==> config.mk <==
export PLATFORM = sky130hd
export DESIGN_NAME = ebc_channel_decode
export DESIGN_NICKNAME = d
export VERILOG_FILES = /design/src/ebc_pkg.sv /design/src/ebc_channel_decode.sv
export VERILOG_INCLUDE_DIRS = /design/src /design/src/src
export SDC_FILE = /design/constraint.sdc
export NUM_CORES = 1
export LEC_CHECK = 0
export BUFFER_PORTS_ARGS = -buffer_cell sky130_fd_sc_hd__buf_2
export CAP_MARGIN = 20
export CORE_MARGIN = 2
export CORE_UTILIZATION = 47
export DETAILED_ROUTE_END_ITERATION = 8
export PLACE_DENSITY = 0.67
export SLEW_MARGIN = 20
export SYNTH_ARGS = -nofsm -noshare
export SYNTH_HDL_FRONTEND = slang
export SYNTH_SLANG_ARGS = --single-unit
==> constraint.sdc <==
create_clock -name clock_in -period 4.1 [get_ports clock_in]
set_input_delay 0.205 -clock clock_in [delete_from_list [all_inputs] [get_ports clock_in]]
set_output_delay 0.205 -clock clock_in [all_outputs]
set_load 0.01 [all_outputs]
==> src/ebc_regs.svh <==
// Purpose: register offsets, field positions, reset values and counts
// Assumes: 32-bit classic Wishbone, byte addressed, word aligned
// Notes: shared by the decode block and its bench
`ifndef EBC_REGS_SVH
`define EBC_REGS_SVH
`define EBC_NUM_CH 8
`define EBC_OFS_CH_STRIDE 8'h08
`define EBC_OFS_CH_HI 8'h04
`define EBC_OFS_GLOBAL 8'h40
`define EBC_OFS_STATUS 8'h44
`define EBC_LO_MASK 32'h81ff_ffff
`define EBC_HI_MASK 32'h0000_ffff
`define EBC_F_SIZE 0
`define EBC_F_WIDTH 4
`define EBC_F_RATE 6
`define EBC_F_LANE 8
`define EBC_F_WAIT 9
`define EBC_F_PAGE 11
`define EBC_F_PSIZE 12
`define EBC_F_BURST 14
`define EBC_F_SETUP 16
`define EBC_F_HOLD 20
`define EBC_F_CWF 24
`define EBC_F_EN 31
`define EBC_G_ARS 0
`define EBC_G_HOLD 1
`define EBC_G_DIV 2
`define EBC_RST_ARS 1'h0
`define EBC_RST_HOLD 1'h1
`define EBC_BOOT_SIZE 4'h0
`define EBC_SIZE_MAX32 4'ha
`define EBC_SIZE_MAX16 4'h9
`define EBC_SIZE_MAX8 4'h8
`define EBC_S_DIV 13
`define EBC_S_EN 8
`define EBC_S_RATE 6
`define EBC_S_LANE 5
`define EBC_S_WAIT 4
`define EBC_S_WIDTH 0
`define EBC_LIM_QUARTER 2'h3
`define EBC_LIM_THIRD 2'h2
`define EBC_LIM_HALF 2'h1
`define EBC_LIM_FULL 2'h0
`endif

==> src/ebc_pkg.sv <==
// Purpose: types of the channel decode block
// Assumes: nothing
// Notes: width codes follow the port width field encoding
package ebc_pkg;
  typedef enum logic [1:0] {
    ebc_w_rsvd,
    ebc_w_32,
    ebc_w_16,
    ebc_w_8
  } ebc_width_t;
  typedef enum logic [1:0] {
    ebc_b_incr,
    ebc_b_decr,
    ebc_b_fixed,
    ebc_b_rsvd
  } ebc_burst_t;
  typedef struct packed {
    logic enable;
    logic [15:0] base;
    logic [3:0] size;
    ebc_width_t width;
    logic [1:0] rate;
    logic lane;
    logic [1:0] wait_style;
    logic page_mode;
    logic [1:0] page_size;
    ebc_burst_t burst;
    logic cwf;
    logic [3:0] setup;
    logic [3:0] hold;
  } ebc_chan_cfg_t;
endpackage

==> src/ebc_channel_decode.sv <==
// Purpose: channel configuration, address decode and bus clock divider
// Assumes: straps stable while rst_n_in is low, held three edges or more
// Notes: lowest matching channel supplies sel_cfg_out
//
// Behaviour
// [RULE_01] eight channels, each configured on its own
// [RULE_02] software sets channel enable after base address
// [RULE_03] select when masked address equals masked base
// [RULE_04] size code sets mask, codes above 1010 reserved
// [RULE_05] software avoids overlapping regions
// [RULE_06] global ack/ready select, dynamic by default
// [RULE_07] global address hold after upper strobe, default on
// [RULE_08] bus clock divider loaded from address straps
// [RULE_09] channel 0 enable loaded from strap
// [RULE_10] channel 0 rate loaded from straps
// [RULE_11] channel 0 byte lane kind from strap
// [RULE_12] channel 0 wait style inverted from strap
// [RULE_13] channel 0 port width loaded from straps
// [RULE_14] per channel data width 8, 16, 32
// [RULE_15] per channel rate full, half, third, quarter
// [RULE_16] per channel setup and hold timing fields
// [RULE_17] size limit depends on port width
// [RULE_18] page mode with 4, 8, 16 entries
// [RULE_19] dma burst decrement or fixed address
// [RULE_20] critical word first for core bursts
// [RULE_21] disabled or reserved channel never selected
`timescale 1ns/1ps
`include "ebc_regs.svh"
module ebc_channel_decode #(
  parameter int NUM_CH = `EBC_NUM_CH
) (
  input wire logic clock_in,
  input wire logic rst_n_in,
  input wire logic wb_cyc_in,
  input wire logic wb_stb_in,
  input wire logic wb_we_in,
  input wire logic [3:0] wb_sel_in,
  input wire logic [7:0] wb_adr_in,
  input wire logic [31:0] wb_dat_in,
  output logic [31:0] wb_dat_out,
  output logic wb_ack_out,
  input wire logic [14:0] strap_addr_in,
  input wire logic [5:0] strap_data_in,
  input wire logic [35:0] paddr_in,
  input wire logic paddr_valid_in,
  output logic [NUM_CH-1:0] chan_sel_out,
  output logic chan_hit_out,
  output ebc_pkg::ebc_chan_cfg_t sel_cfg_out,
  output logic ack_ready_select_out,
  output logic upper_latch_addr_delay_out,
  output logic [1:0] ext_clock_divider_out,
  output logic ext_bus_tick_out
);

  // ****************************************
  // strap synchroniser
  // ****************************************
  logic [14:0] s_addr_1;
  logic [14:0] s_addr;
  logic [5:0] s_data_1;
  logic [5:0] s_data;
  always_ff @(posedge clock_in) begin
    s_addr_1 <= strap_addr_in;
    s_addr <= s_addr_1;
    s_data_1 <= strap_data_in;
    s_data <= s_data_1;
  end

  logic [31:0] boot_lo;
  always_comb begin
    boot_lo = 32'h0;
    boot_lo[`EBC_F_SIZE +: 4] = `EBC_BOOT_SIZE;
    boot_lo[`EBC_F_EN] = s_addr[`EBC_S_EN]; // [RULE_09]
    boot_lo[`EBC_F_RATE +: 2] = s_addr[`EBC_S_RATE +: 2]; // [RULE_10]
    boot_lo[`EBC_F_LANE] = s_data[`EBC_S_LANE]; // [RULE_11]
    boot_lo[`EBC_F_WAIT] = ~s_data[`EBC_S_WAIT]; // [RULE_12]
    boot_lo[`EBC_F_WIDTH +: 2] = s_data[`EBC_S_WIDTH +: 2]; // [RULE_13]
  end

  // ****************************************
  // wishbone slave
  // ****************************************
  logic req;
  logic wr;
  logic [7:0] wadr;
  assign req = wb_cyc_in && wb_stb_in;
  assign wr = req && wb_we_in && wb_ack_out;
  assign wadr = {wb_adr_in[7:2], 2'h0};

  function automatic logic [31:0] merge(input logic [31:0] old_w,
                                        input logic [31:0] new_w,
                                        input logic [3:0] sel);
    logic [31:0] res;
    res = old_w;
    for (int b = 0; b < 4; b++) begin
      if (sel[b]) begin
        res[b*8 +: 8] = new_w[b*8 +: 8];
      end
    end
    return res;
  endfunction

  always_ff @(posedge clock_in) begin
    if (!rst_n_in) begin
      wb_ack_out <= 1'h0;
    end else begin
      wb_ack_out <= req && !wb_ack_out;
    end
  end

  // ****************************************
  // channel registers
  // ****************************************
  logic [31:0] lo [NUM_CH];
  logic [31:0] hi [NUM_CH];
  ebc_pkg::ebc_chan_cfg_t cfg [NUM_CH];
  logic [NUM_CH-1:0] elig;
  logic [NUM_CH-1:0] match;

  for (genvar i = 0; i < NUM_CH; i++) begin : g_ch // [RULE_01]
    localparam logic [7:0] OFS_LO = 8'(i * `EBC_OFS_CH_STRIDE);
    localparam logic [7:0] OFS_HI = 8'(OFS_LO + `EBC_OFS_CH_HI);
    logic [3:0] lim;
    logic [15:0] mask;

    // enable sits in the low word, base in the high word
    always_ff @(posedge clock_in) begin
      if (!rst_n_in) begin
        lo[i] <= (i == 0) ? boot_lo : 32'h0;
      end else if (wr && wadr == OFS_LO) begin
        lo[i] <= merge(lo[i], wb_dat_in, wb_sel_in) & `EBC_LO_MASK; // [RULE_02]
      end
    end
    always_ff @(posedge clock_in) begin
      if (!rst_n_in) begin
        hi[i] <= 32'h0;
      end else if (wr && wadr == OFS_HI) begin
        hi[i] <= merge(hi[i], wb_dat_in, wb_sel_in) & `EBC_HI_MASK;
      end
    end

    always_comb begin
      cfg[i].enable = lo[i][`EBC_F_EN];
      cfg[i].base = hi[i][15:0];
      cfg[i].size = lo[i][`EBC_F_SIZE +: 4];
      cfg[i].width = ebc_pkg::ebc_width_t'(lo[i][`EBC_F_WIDTH +: 2]); // [RULE_14]
      cfg[i].rate = lo[i][`EBC_F_RATE +: 2]; // [RULE_15]
      cfg[i].lane = lo[i][`EBC_F_LANE];
      cfg[i].wait_style = lo[i][`EBC_F_WAIT +: 2];
      cfg[i].page_mode = lo[i][`EBC_F_PAGE];
      cfg[i].page_size = lo[i][`EBC_F_PSIZE +: 2]; // [RULE_18]
      cfg[i].burst = ebc_pkg::ebc_burst_t'(lo[i][`EBC_F_BURST +: 2]); // [RULE_19]
      cfg[i].cwf = lo[i][`EBC_F_CWF]; // [RULE_20]
      cfg[i].setup = lo[i][`EBC_F_SETUP +: 4]; // [RULE_16]
      cfg[i].hold = lo[i][`EBC_F_HOLD +: 4]; // [RULE_16]
    end

    // ****************************************
    // decode
    // ****************************************
    always_comb begin
      case (cfg[i].width)
        ebc_pkg::ebc_w_32: lim = `EBC_SIZE_MAX32; // [RULE_17]
        ebc_pkg::ebc_w_16: lim = `EBC_SIZE_MAX16; // [RULE_17]
        ebc_pkg::ebc_w_8: lim = `EBC_SIZE_MAX8; // [RULE_17]
        default: lim = 4'h0;
      endcase
    end
    assign elig[i] = cfg[i].enable && cfg[i].width != ebc_pkg::ebc_w_rsvd
                     && cfg[i].size <= lim; // [RULE_21]
    assign mask = 16'((32'h1 << cfg[i].size) - 32'h1); // [RULE_04]
    assign match[i] = ((paddr_in[35:20] ^ cfg[i].base) & ~mask) == 16'h0; // [RULE_03]

    always_ff @(posedge clock_in) begin
      if (!rst_n_in) begin
        chan_sel_out[i] <= 1'h0;
      end else begin
        chan_sel_out[i] <= paddr_valid_in && elig[i] && match[i]; // [RULE_03]
      end
    end

  end

  // lowest channel wins; overlaps are software's to avoid
  logic [NUM_CH-1:0] hit;
  logic [$clog2(NUM_CH)-1:0] idx;
  assign hit = match & elig;
  always_comb begin
    idx = '0;
    for (int k = NUM_CH - 1; k >= 0; k--) begin
      if (hit[k]) begin
        idx = k[$clog2(NUM_CH)-1:0]; // [RULE_05]
      end
    end
  end

  always_ff @(posedge clock_in) begin
    if (!rst_n_in) begin
      chan_hit_out <= 1'h0;
      sel_cfg_out <= '0;
    end else begin
      chan_hit_out <= paddr_valid_in && hit != '0;
      if (paddr_valid_in) begin
        sel_cfg_out <= cfg[idx];
      end
    end
  end

  // ****************************************
  // global options
  // ****************************************
  always_ff @(posedge clock_in) begin
    if (!rst_n_in) begin
      ack_ready_select_out <= `EBC_RST_ARS; // [RULE_06]
      upper_latch_addr_delay_out <= `EBC_RST_HOLD; // [RULE_07]
      ext_clock_divider_out <= s_addr[`EBC_S_DIV +: 2]; // [RULE_08]
    end else if (wr && wadr == `EBC_OFS_GLOBAL) begin
      if (wb_sel_in[0]) begin
        ack_ready_select_out <= wb_dat_in[`EBC_G_ARS]; // [RULE_06]
        upper_latch_addr_delay_out <= wb_dat_in[`EBC_G_HOLD]; // [RULE_07]
        ext_clock_divider_out <= wb_dat_in[`EBC_G_DIV +: 2];
      end
    end
  end

  // ****************************************
  // external bus clock divider
  // ****************************************
  logic [1:0] div_live;
  logic [1:0] cnt;
  logic [1:0] lim_div;
  always_comb begin
    case (div_live)
      2'h0: lim_div = `EBC_LIM_QUARTER;
      2'h1: lim_div = `EBC_LIM_THIRD;
      2'h2: lim_div = `EBC_LIM_HALF;
      default: lim_div = `EBC_LIM_FULL;
    endcase
  end
  assign ext_bus_tick_out = rst_n_in && cnt == lim_div; // [RULE_08]

  // new ratio is taken only at a period boundary
  always_ff @(posedge clock_in) begin
    if (!rst_n_in) begin
      cnt <= 2'h0;
      div_live <= s_addr[`EBC_S_DIV +: 2];
    end else if (cnt == lim_div) begin
      cnt <= 2'h0;
      div_live <= ext_clock_divider_out;
    end else begin
      cnt <= cnt + 2'h1;
    end
  end

  // ****************************************
  // read mux
  // ****************************************
  logic [31:0] rd;
  always_comb begin
    rd = 32'h0;
    if (wadr == `EBC_OFS_GLOBAL) begin
      rd[`EBC_G_ARS] = ack_ready_select_out;
      rd[`EBC_G_HOLD] = upper_latch_addr_delay_out;
      rd[`EBC_G_DIV +: 2] = ext_clock_divider_out;
    end else if (wadr == `EBC_OFS_STATUS) begin
      rd[7:0] = 8'(chan_sel_out);
      rd[8] = chan_hit_out;
      rd[10:9] = div_live;
    end else if (wadr < `EBC_OFS_GLOBAL) begin
      rd = wadr[2] ? hi[wadr[5:3]] : lo[wadr[5:3]];
    end
  end
  always_ff @(posedge clock_in) begin
    if (!rst_n_in) begin
      wb_dat_out <= 32'h0;
    end else if (req && !wb_ack_out) begin
      wb_dat_out <= rd;
    end
  end
endmodule

==> flow_summary.json, run 1 <==
{
  "status": "finished, final reports clean",
  "fin_total_pwr_uw": 11100,
  "holdPathStages": 3,
  "synth_adder_area_share_pct": 1.53,
  "placed_cells": 3268,
  "seqPwrFrac_pct": 46.1,
  "routedWlPerCell_microns": 30.3,
  "cts-buffers-inserted": 49,
  "start_util_pct": 47.4,
  "grt_pass1_vias": 20566,
  "synthMuxAreaShare_pct": 11.1,
  "synth_compound_area_share_pct": 11.3,
  "ios": 196,
  "power.internal_uw": 8150,
  "mappedNetlistArea_sq_um": 26100,
  "critPathLaunchType": "register",
  "grt_pass1_wl_microns": 144000,
  "yosys.area.top_type": "edfxtp_1",
  "dieArea_sq_um": 57400,
  "final_common_cell": "edfxtp_1",
  "synth_edf_count": 340,
  "critPathKind": "register to register",
  "n_fill_cell": 4710,
  "maxSlewViolCount": 0,
  "syn_to_final_growth_pct": 15.7,
  "powerDensity_nw_per_um2": 367,
  "path_delay_family": "simple AND/OR/NAND/NOR gates",
  "cts_sinks": 440,
  "synth_area_leaders": "edfxtp_1, mux4_2, and2_1",
  "setup_viol_count_final": 0,
  "ant_nets": 0,
  "timing.rr.end": "sel_cfg_out[9]$_SDFFE_PN0P_",
  "worstRegToRegCells": 15,
  "min_period_ns": 4.03,
  "grt_max_degree": 75,
  "fmax_mhz": 248,
  "antenna_found_initial": 7,
  "worstPathCellList": "or4_4, ha_4, nor2_1, o2111ai_1, a22oi_1, nand3_1, or4_4, o211ai_1, buf_4, nand2_2, buf_4, a21oi_4, clkbuf_16, nor3_1, o31ai_1",
  "combinationalPowerShare_pct": 11.6,
  "row_count": 86,
  "synth_cell_types": 90,
  "synth_warnings": 0,
  "syn_inst": 2451,
  "cp_max_fo": 8,
  "coreArea_sq_um": 55000,
  "worst-path-buf-inv": 3,
  "hold_class": "input pin to register",
  "fin_cells": 3384,
  "slew_headroom_pct": 28.1,
  "clockRootBuffer": "clkbuf_16",
  "die_h_microns": 240,
  "synth_top_area_share_pct": 39.1,
  "die_x_microns": 240,
  "dr.pass1.iters": 6,
  "synth_xor_area_share_pct": 4.80,
  "nets": 2733,
  "htreeDepth": 2,
  "max_slew.worst_pin.slew_ns": 1.08,
  "io_buffers": 149,
  "p_clk_share_pct": 42.3,
  "finClkSkew_ns": 0.0325,
  "switching_share_pct": 26.5,
  "final_cell_mix": "edfxtp_1, and2_1, nand2_1",
  "clk_latency_ns": 0.62,
  "ir_drop_mv": 0.393,
  "cp_slowest_cell": "or4_4",
  "cap_violations": 0,
  "drc_errors": 0,
  "hold_path.startpoint": "wb_sel_in[3]",
  "crit_path_end_kind": "register",
  "grt-ovfl-total": 0,
  "place_hpwl_microns": 74200,
  "cts_tree": "built",
  "min_to": "lo[0][24]$_SDFFCE_PN0P_",
  "synth-seq-area-share_pct": 46.8,
  "slowest_delay_ns": 0.57,
  "cts_buffer_depth": 3,
  "synth_seq_cells": 440,
  "cp.arrival_ns": 4.56,
  "path_clk_slew_ns": 0.06,
  "crit_required_ns": 4.63,
  "synthSimpleGateAreaFrac_pct": 20.4,
  "synthArstFlopShare_pct": 0,
  "ys.flop_type": "edfxtp_1",
  "vias": 21945,
  "post-route-period-util_pct": 98.4,
  "whs_ns": 0.0567,
  "place_ws_ns": -0.115,
  "drt_iter0_drc": 2889,
  "reg2reg_slack_ns": 0.07,
  "switching_power_uw": 2930,
  "p_leak_uw": 0.0115,
  "avgViaCountPerCell": 6.48,
  "setup_ws_ns": 0.0675,
  "synth_top_family_by_area": "simple AND/OR/NAND/NOR gates",
  "gp_congestion": 1.03,
  "drt_wl_total_microns": 102000,
  "grtUsageTotal_pct": 35.1,
  "synth.avg_cell_area_sq_um": 10.6,
  "hold_viol": 0,
  "reg2reg_from": "lo[3][3]$_SDFFCE_PN0P_",
  "drive_gt1_share_pct": 22.1,
  "final_core_util_pct": 54.9
}
## state kept, by name (all words and copies together), names as in the netlist, 5 cells and up
register,count
lo,208
hi,128
sel_cfg_out,42
wb_dat_out,26
chan_sel_out,8
s_addr,5
s_addr_1,5
## routing by layer
layer  part of all wire (%)  GRT usage [%]
met1                     38           47.0
met2                     44           52.8
met3                     13           10.1
met4                    5.6           15.8
met5                  0.053              0
## logic make-up (layout without fill, tap and decap cells)
kind of cell,count (synthesis),in the layout
muxes,166,166
buffers and inverters,243,422
xor gates and xnor gates,142,142
DFF,440,440
AOI/OAI and AO/OA,421,421
other,1,7
adders and majority gates,32,32
and+or+nand+nor,1006,1006
## how the worst max path moves through the flow
| stage | from | to | slack [ns] | cells past startpoint |
|---|---|---|---|---|
| after floorplan | lo[3][3]$_SDFFCE_PN0P_ | sel_cfg_out[4]$_SDFFE_PN0P_ | 0.23 | 13 |
| after global placement | lo[2][2]$_SDFFCE_PN0P_ | sel_cfg_out[13]$_SDFFE_PN0P_ | -0.06 | 15 |
| after detailed placement | lo[2][2]$_SDFFCE_PN0P_ | sel_cfg_out[17]$_SDFFE_PN0P_ | -0.12 | 15 |
| after CTS | lo[3][3]$_SDFFCE_PN0P_ | sel_cfg_out[4]$_SDFFE_PN0P_ | 0.04 | 15 |
| after global routing | lo[2][2]$_SDFFCE_PN0P_ | sel_cfg_out[40]$_SDFFE_PN0P_ | -0.003 | 16 |
| final | lo[3][3]$_SDFFCE_PN0P_ | sel_cfg_out[9]$_SDFFE_PN0P_ | 0.07 | 15 |
## synthesized netlist by cell type (all sizes together), types with 55 or more instances
library cell	count
nor2	92
o21ai	86
xor2	93
nand2	288
and2	323
edfxtp	340
dfxtp	100
o211ai	55
clkbuf	147
nor3	98
buf	78
mux4	95
## worst min-delay path, stage by stage
cell and delay, ns:
buf_2 0.18, nand2_1 0.07, nand2_1 0.09
## per-stage QoR
step | setup TNS [ns] | instance area (sq um)
3_3_place_gp | -0.434 | 28100
2_1_floorplan | 0 | 26100
5_1_grt | -0.00266 | 30200
6_report | 0 | 30200
4_1_cts | 0 | 30000
3_5_place_dp | -2.19 | 28100
## timing repair
item,4_1_cts,5_1_grt
pin swaps,0,6
hold buffers,18,0
endpoints found under the hold margin,73,0
endpoints found under the setup margin,38,42
gates resized for setup,3,18
cloned,0,3
buffers inserted,0,2
## power groups by stage
stage | combinational [uW] | clock (uW) | sequential, uW
after detailed placement | 1220 | 0 | 5190
after floorplan | 733 | 0 | 5140
after CTS | 1240 | 4710 | 5100
final | 1280 | 4690 | 5100
after global placement | 1210 | 0 | 5190
after global routing | 1340 | 4870 | 5120
## final cells by class
| type | count | area (sq um) | area share (%) |
|---|---|---|---|
| clock inverter | 33 | 409 | 1.36 |
| clock buffer | 59 | 1300 | 4.29 |
| sequential | 440 | 12200 | 40.4 |
| inverter | 18 | 67.6 | 0.224 |
| timing repair buffer | 312 | 2290 | 7.60 |
| tap | 748 | 936 | 3.10 |
| antenna | 1 | 2.50 | 0.00829 |
| multi-input combinational | 1773 | 13000 | 43.0 |
No activity file was read; power rests on OpenSTA's default activity.
==> inputs of run 2 (changes only) <==
Settings changed: ABC_CLOCK_PERIOD_IN_PS set to 4100, PLACE_DENSITY 0.67 to 0.76, SLEW_MARGIN 20 to unset.
==> run 2 against run 1 <==
Effect of this change: register-to-register slack lost 0.03 ns; critical path depth is the same; utilization grew 0.54 points; global-route usage grew 0.44 points; final cell count grew 0.44%; maximum frequency shrank 0.68%; via count grew 1.5%; setup slack lost 0.028 ns; sequential power is essentially flat; first-iteration DRC count grew 18%; wire length grew 1.8%; worst hold slack gained 0.046 ns; critical endpoint is now sel_cfg_out[36]$_SDFFE_PN0P_; largest power group unchanged.
==> flow_summary.json, run 2 (synthesis gave the netlist of run 1 again) <==
{
  "routedWlPerCell_microns": 30.7,
  "hold_path.startpoint": "wb_sel_in[3]",
  "drt_wl_total_microns": 104000,
  "drt_iter0_drc": 3412,
  "crit_required_ns": 4.61,
  "powerDensity_nw_per_um2": 365,
  "timing.rr.end": "sel_cfg_out[36]$_SDFFE_PN0P_",
  "place_ws_ns": -0.115,
  "row_count": 86,
  "largest_reg_flops": 208,
  "grt_pass1_vias": 21150,
  "cp_max_fo": 9,
  "reg_top3": "lo: 208 flops, hi: 128 flops, sel_cfg_out: 42 flops",
  "combinationalPowerShare_pct": 11.6,
  "slew_headroom_pct": 35.7,
  "diodes": 0,
  "cts_tree": "built",
  "cts_buffer_depth": 3,
  "worst-path-buf-inv": 3,
  "post-route-cell-area_sq_um": 30500,
  "ant_nets": 0,
  "switching_share_pct": 25.9,
  "max_slew.worst_pin.slew_ns": 0.965,
  "setup_ws_ns": 0.0399,
  "nets": 2750,
  "reg2reg_slack_ns": 0.04,
  "grt_pass1_wl_microns": 147000,
  "power.internal_uw": 8230,
  "setup.worst_path.start": "lo[2][2]$_SDFFCE_PN0P_",
  "coreArea_sq_um": 55000,
  "top_register": "lo",
  "final_cell_mix": "edfxtp_1, and2_1, nand2_1",
  "drc_errors": 0,
  "p_leak_uw": 0.0117,
  "drive_gt1_share_pct": 22.4,
  "final_core_util_pct": 55.4,
  "n_fill_cell": 4561,
  "cap_violations": 0,
  "fin_total_pwr_uw": 11100,
  "crit_path_end_kind": "register",
  "vias": 22280,
  "critPathLaunchType": "register",
  "min_period_ns": 4.06,
  "avgViaCountPerCell": 6.55,
  "slowest_delay_ns": 0.58,
  "die_x_microns": 240,
  "cts_sinks": 440,
  "cp.arrival_ns": 4.57,
  "dr.pass1.iters": 8,
  "hold_viol": 0,
  "maxSlewViolCount": 0,
  "dieArea_sq_um": 57400,
  "finClkSkew_ns": 0.0282,
  "start_util_pct": 47.4,
  "path_clk_slew_ns": 0.06,
  "p_clk_share_pct": 42.3,
  "grt-ovfl-total": 0,
  "ios": 196,
  "cp_slowest_cell": "or4_4",
  "min_to": "lo[4][24]$_SDFFCE_PN0P_",
  "antenna_found_initial": 4,
  "cts-buffers-inserted": 48,
  "postPlaceCellArea_sq_um": 28100,
  "worstPathCellList": "or2_2, or3_4, ha_4, o32a_1, o221ai_1, o2111ai_1, or4_4, buf_12, and4_4, a31oi_4, buf_4, clkbuf_16, or2_2, o2111ai_1, o31ai_1",
  "worstRegToRegCells": 15,
  "clk_latency_ns": 0.62,
  "seqPwrFrac_pct": 46.0,
  "reg2reg_from": "lo[2][2]$_SDFFCE_PN0P_",
  "io_buffers": 149,
  "switching_power_uw": 2880,
  "setup_viol_count_final": 0,
  "final_common_cell": "edfxtp_1",
  "clockRootBuffer": "clkbuf_16",
  "status": "finished, final reports clean",
  "grt_max_degree": 52,
  "gp_congestion": 1.03,
  "ir_drop_mv": 0.297,
  "syn_to_final_growth_pct": 16.9,
  "fmax_mhz": 246,
  "path_delay_family": "simple AND/OR/NAND/NOR gates",
  "grtUsageTotal_pct": 35.5,
  "place_hpwl_microns": 74000,
  "holdPathStages": 3,
  "htreeDepth": 2,
  "die_h_microns": 240,
  "post-route-period-util_pct": 99.0,
  "hold_class": "input pin to register",
  "critPathKind": "register to register"
}
==> run 2: cell type report <==
cell class	count	area (sq um)	share of cell area [%]
inverters	18	70.1	0.230
clock inverters	21	278	0.911
clock buffers	69	1460	4.77
well taps	748	936	3.07
repair buffers	329	2510	8.25
multi-input cells	1774	13000	42.7
flip-flops and latches	440	12200	40.1
==> run 2: power by group through the flow <==
stage	sequential [uW]	clock [uW]	combinational, uW
floorplan	5140	0	733
global placement	5190	0	1200
detailed placement	5200	0	1220
CTS	5110	4710	1240
global route	5120	4850	1350
finish	5120	4700	1290
==> run 2: how the worst max path moves through the flow <==
stage,to,slack (ns),cells past startpoint
after floorplan,sel_cfg_out[4]$_SDFFE_PN0P_,0.23,13
after global placement,sel_cfg_out[4]$_SDFFE_PN0P_,-0.05,14
after detailed placement,sel_cfg_out[30]$_SDFFE_PN0P_,-0.12,14
after CTS,sel_cfg_out[4]$_SDFFE_PN0P_,0.005,15
after global routing,sel_cfg_out[6]$_SDFFE_PN0P_,-0.03,15
final,sel_cfg_out[36]$_SDFFE_PN0P_,0.04,15
==> run 2: worst min-delay path: stages <==
cell and delay (ns):
buf_2 0.18, nand2_1 0.08, nand2_1 0.08
==> run 2: per-layer routing <==
metal	share of wire [%]	track usage [%]	up-vias
met2	43	53.6	1800
li1	-	-	9319
met3	14	9.69	358
met5	0.021	0	-
met1	36	47.2	10799
met4	6.3	17.6	4
==> run 2: stage by stage <==
stage | setup TNS [ns] | cells | hold WS [ns]
floorplan | 0 | 2456 | 0.233
global placement | -0.140 | 3274 | 0.309
detailed placement | -1.66 | 3274 | 0.309
CTS | 0 | 3384 | 0.0818
global route | -0.144 | 3399 | 0.114
finish | 0 | 3399 | 0.103
==> run 2: repair_timing <==
action                     4_1_cts  5_1_grt
pin swaps                        1       14
gates resized for setup          9       33
hold endpoints to repair        67        0
buffers inserted                 1       11
cloned                           1        5
setup endpoints to repair       40       42
hold buffers                    18        0
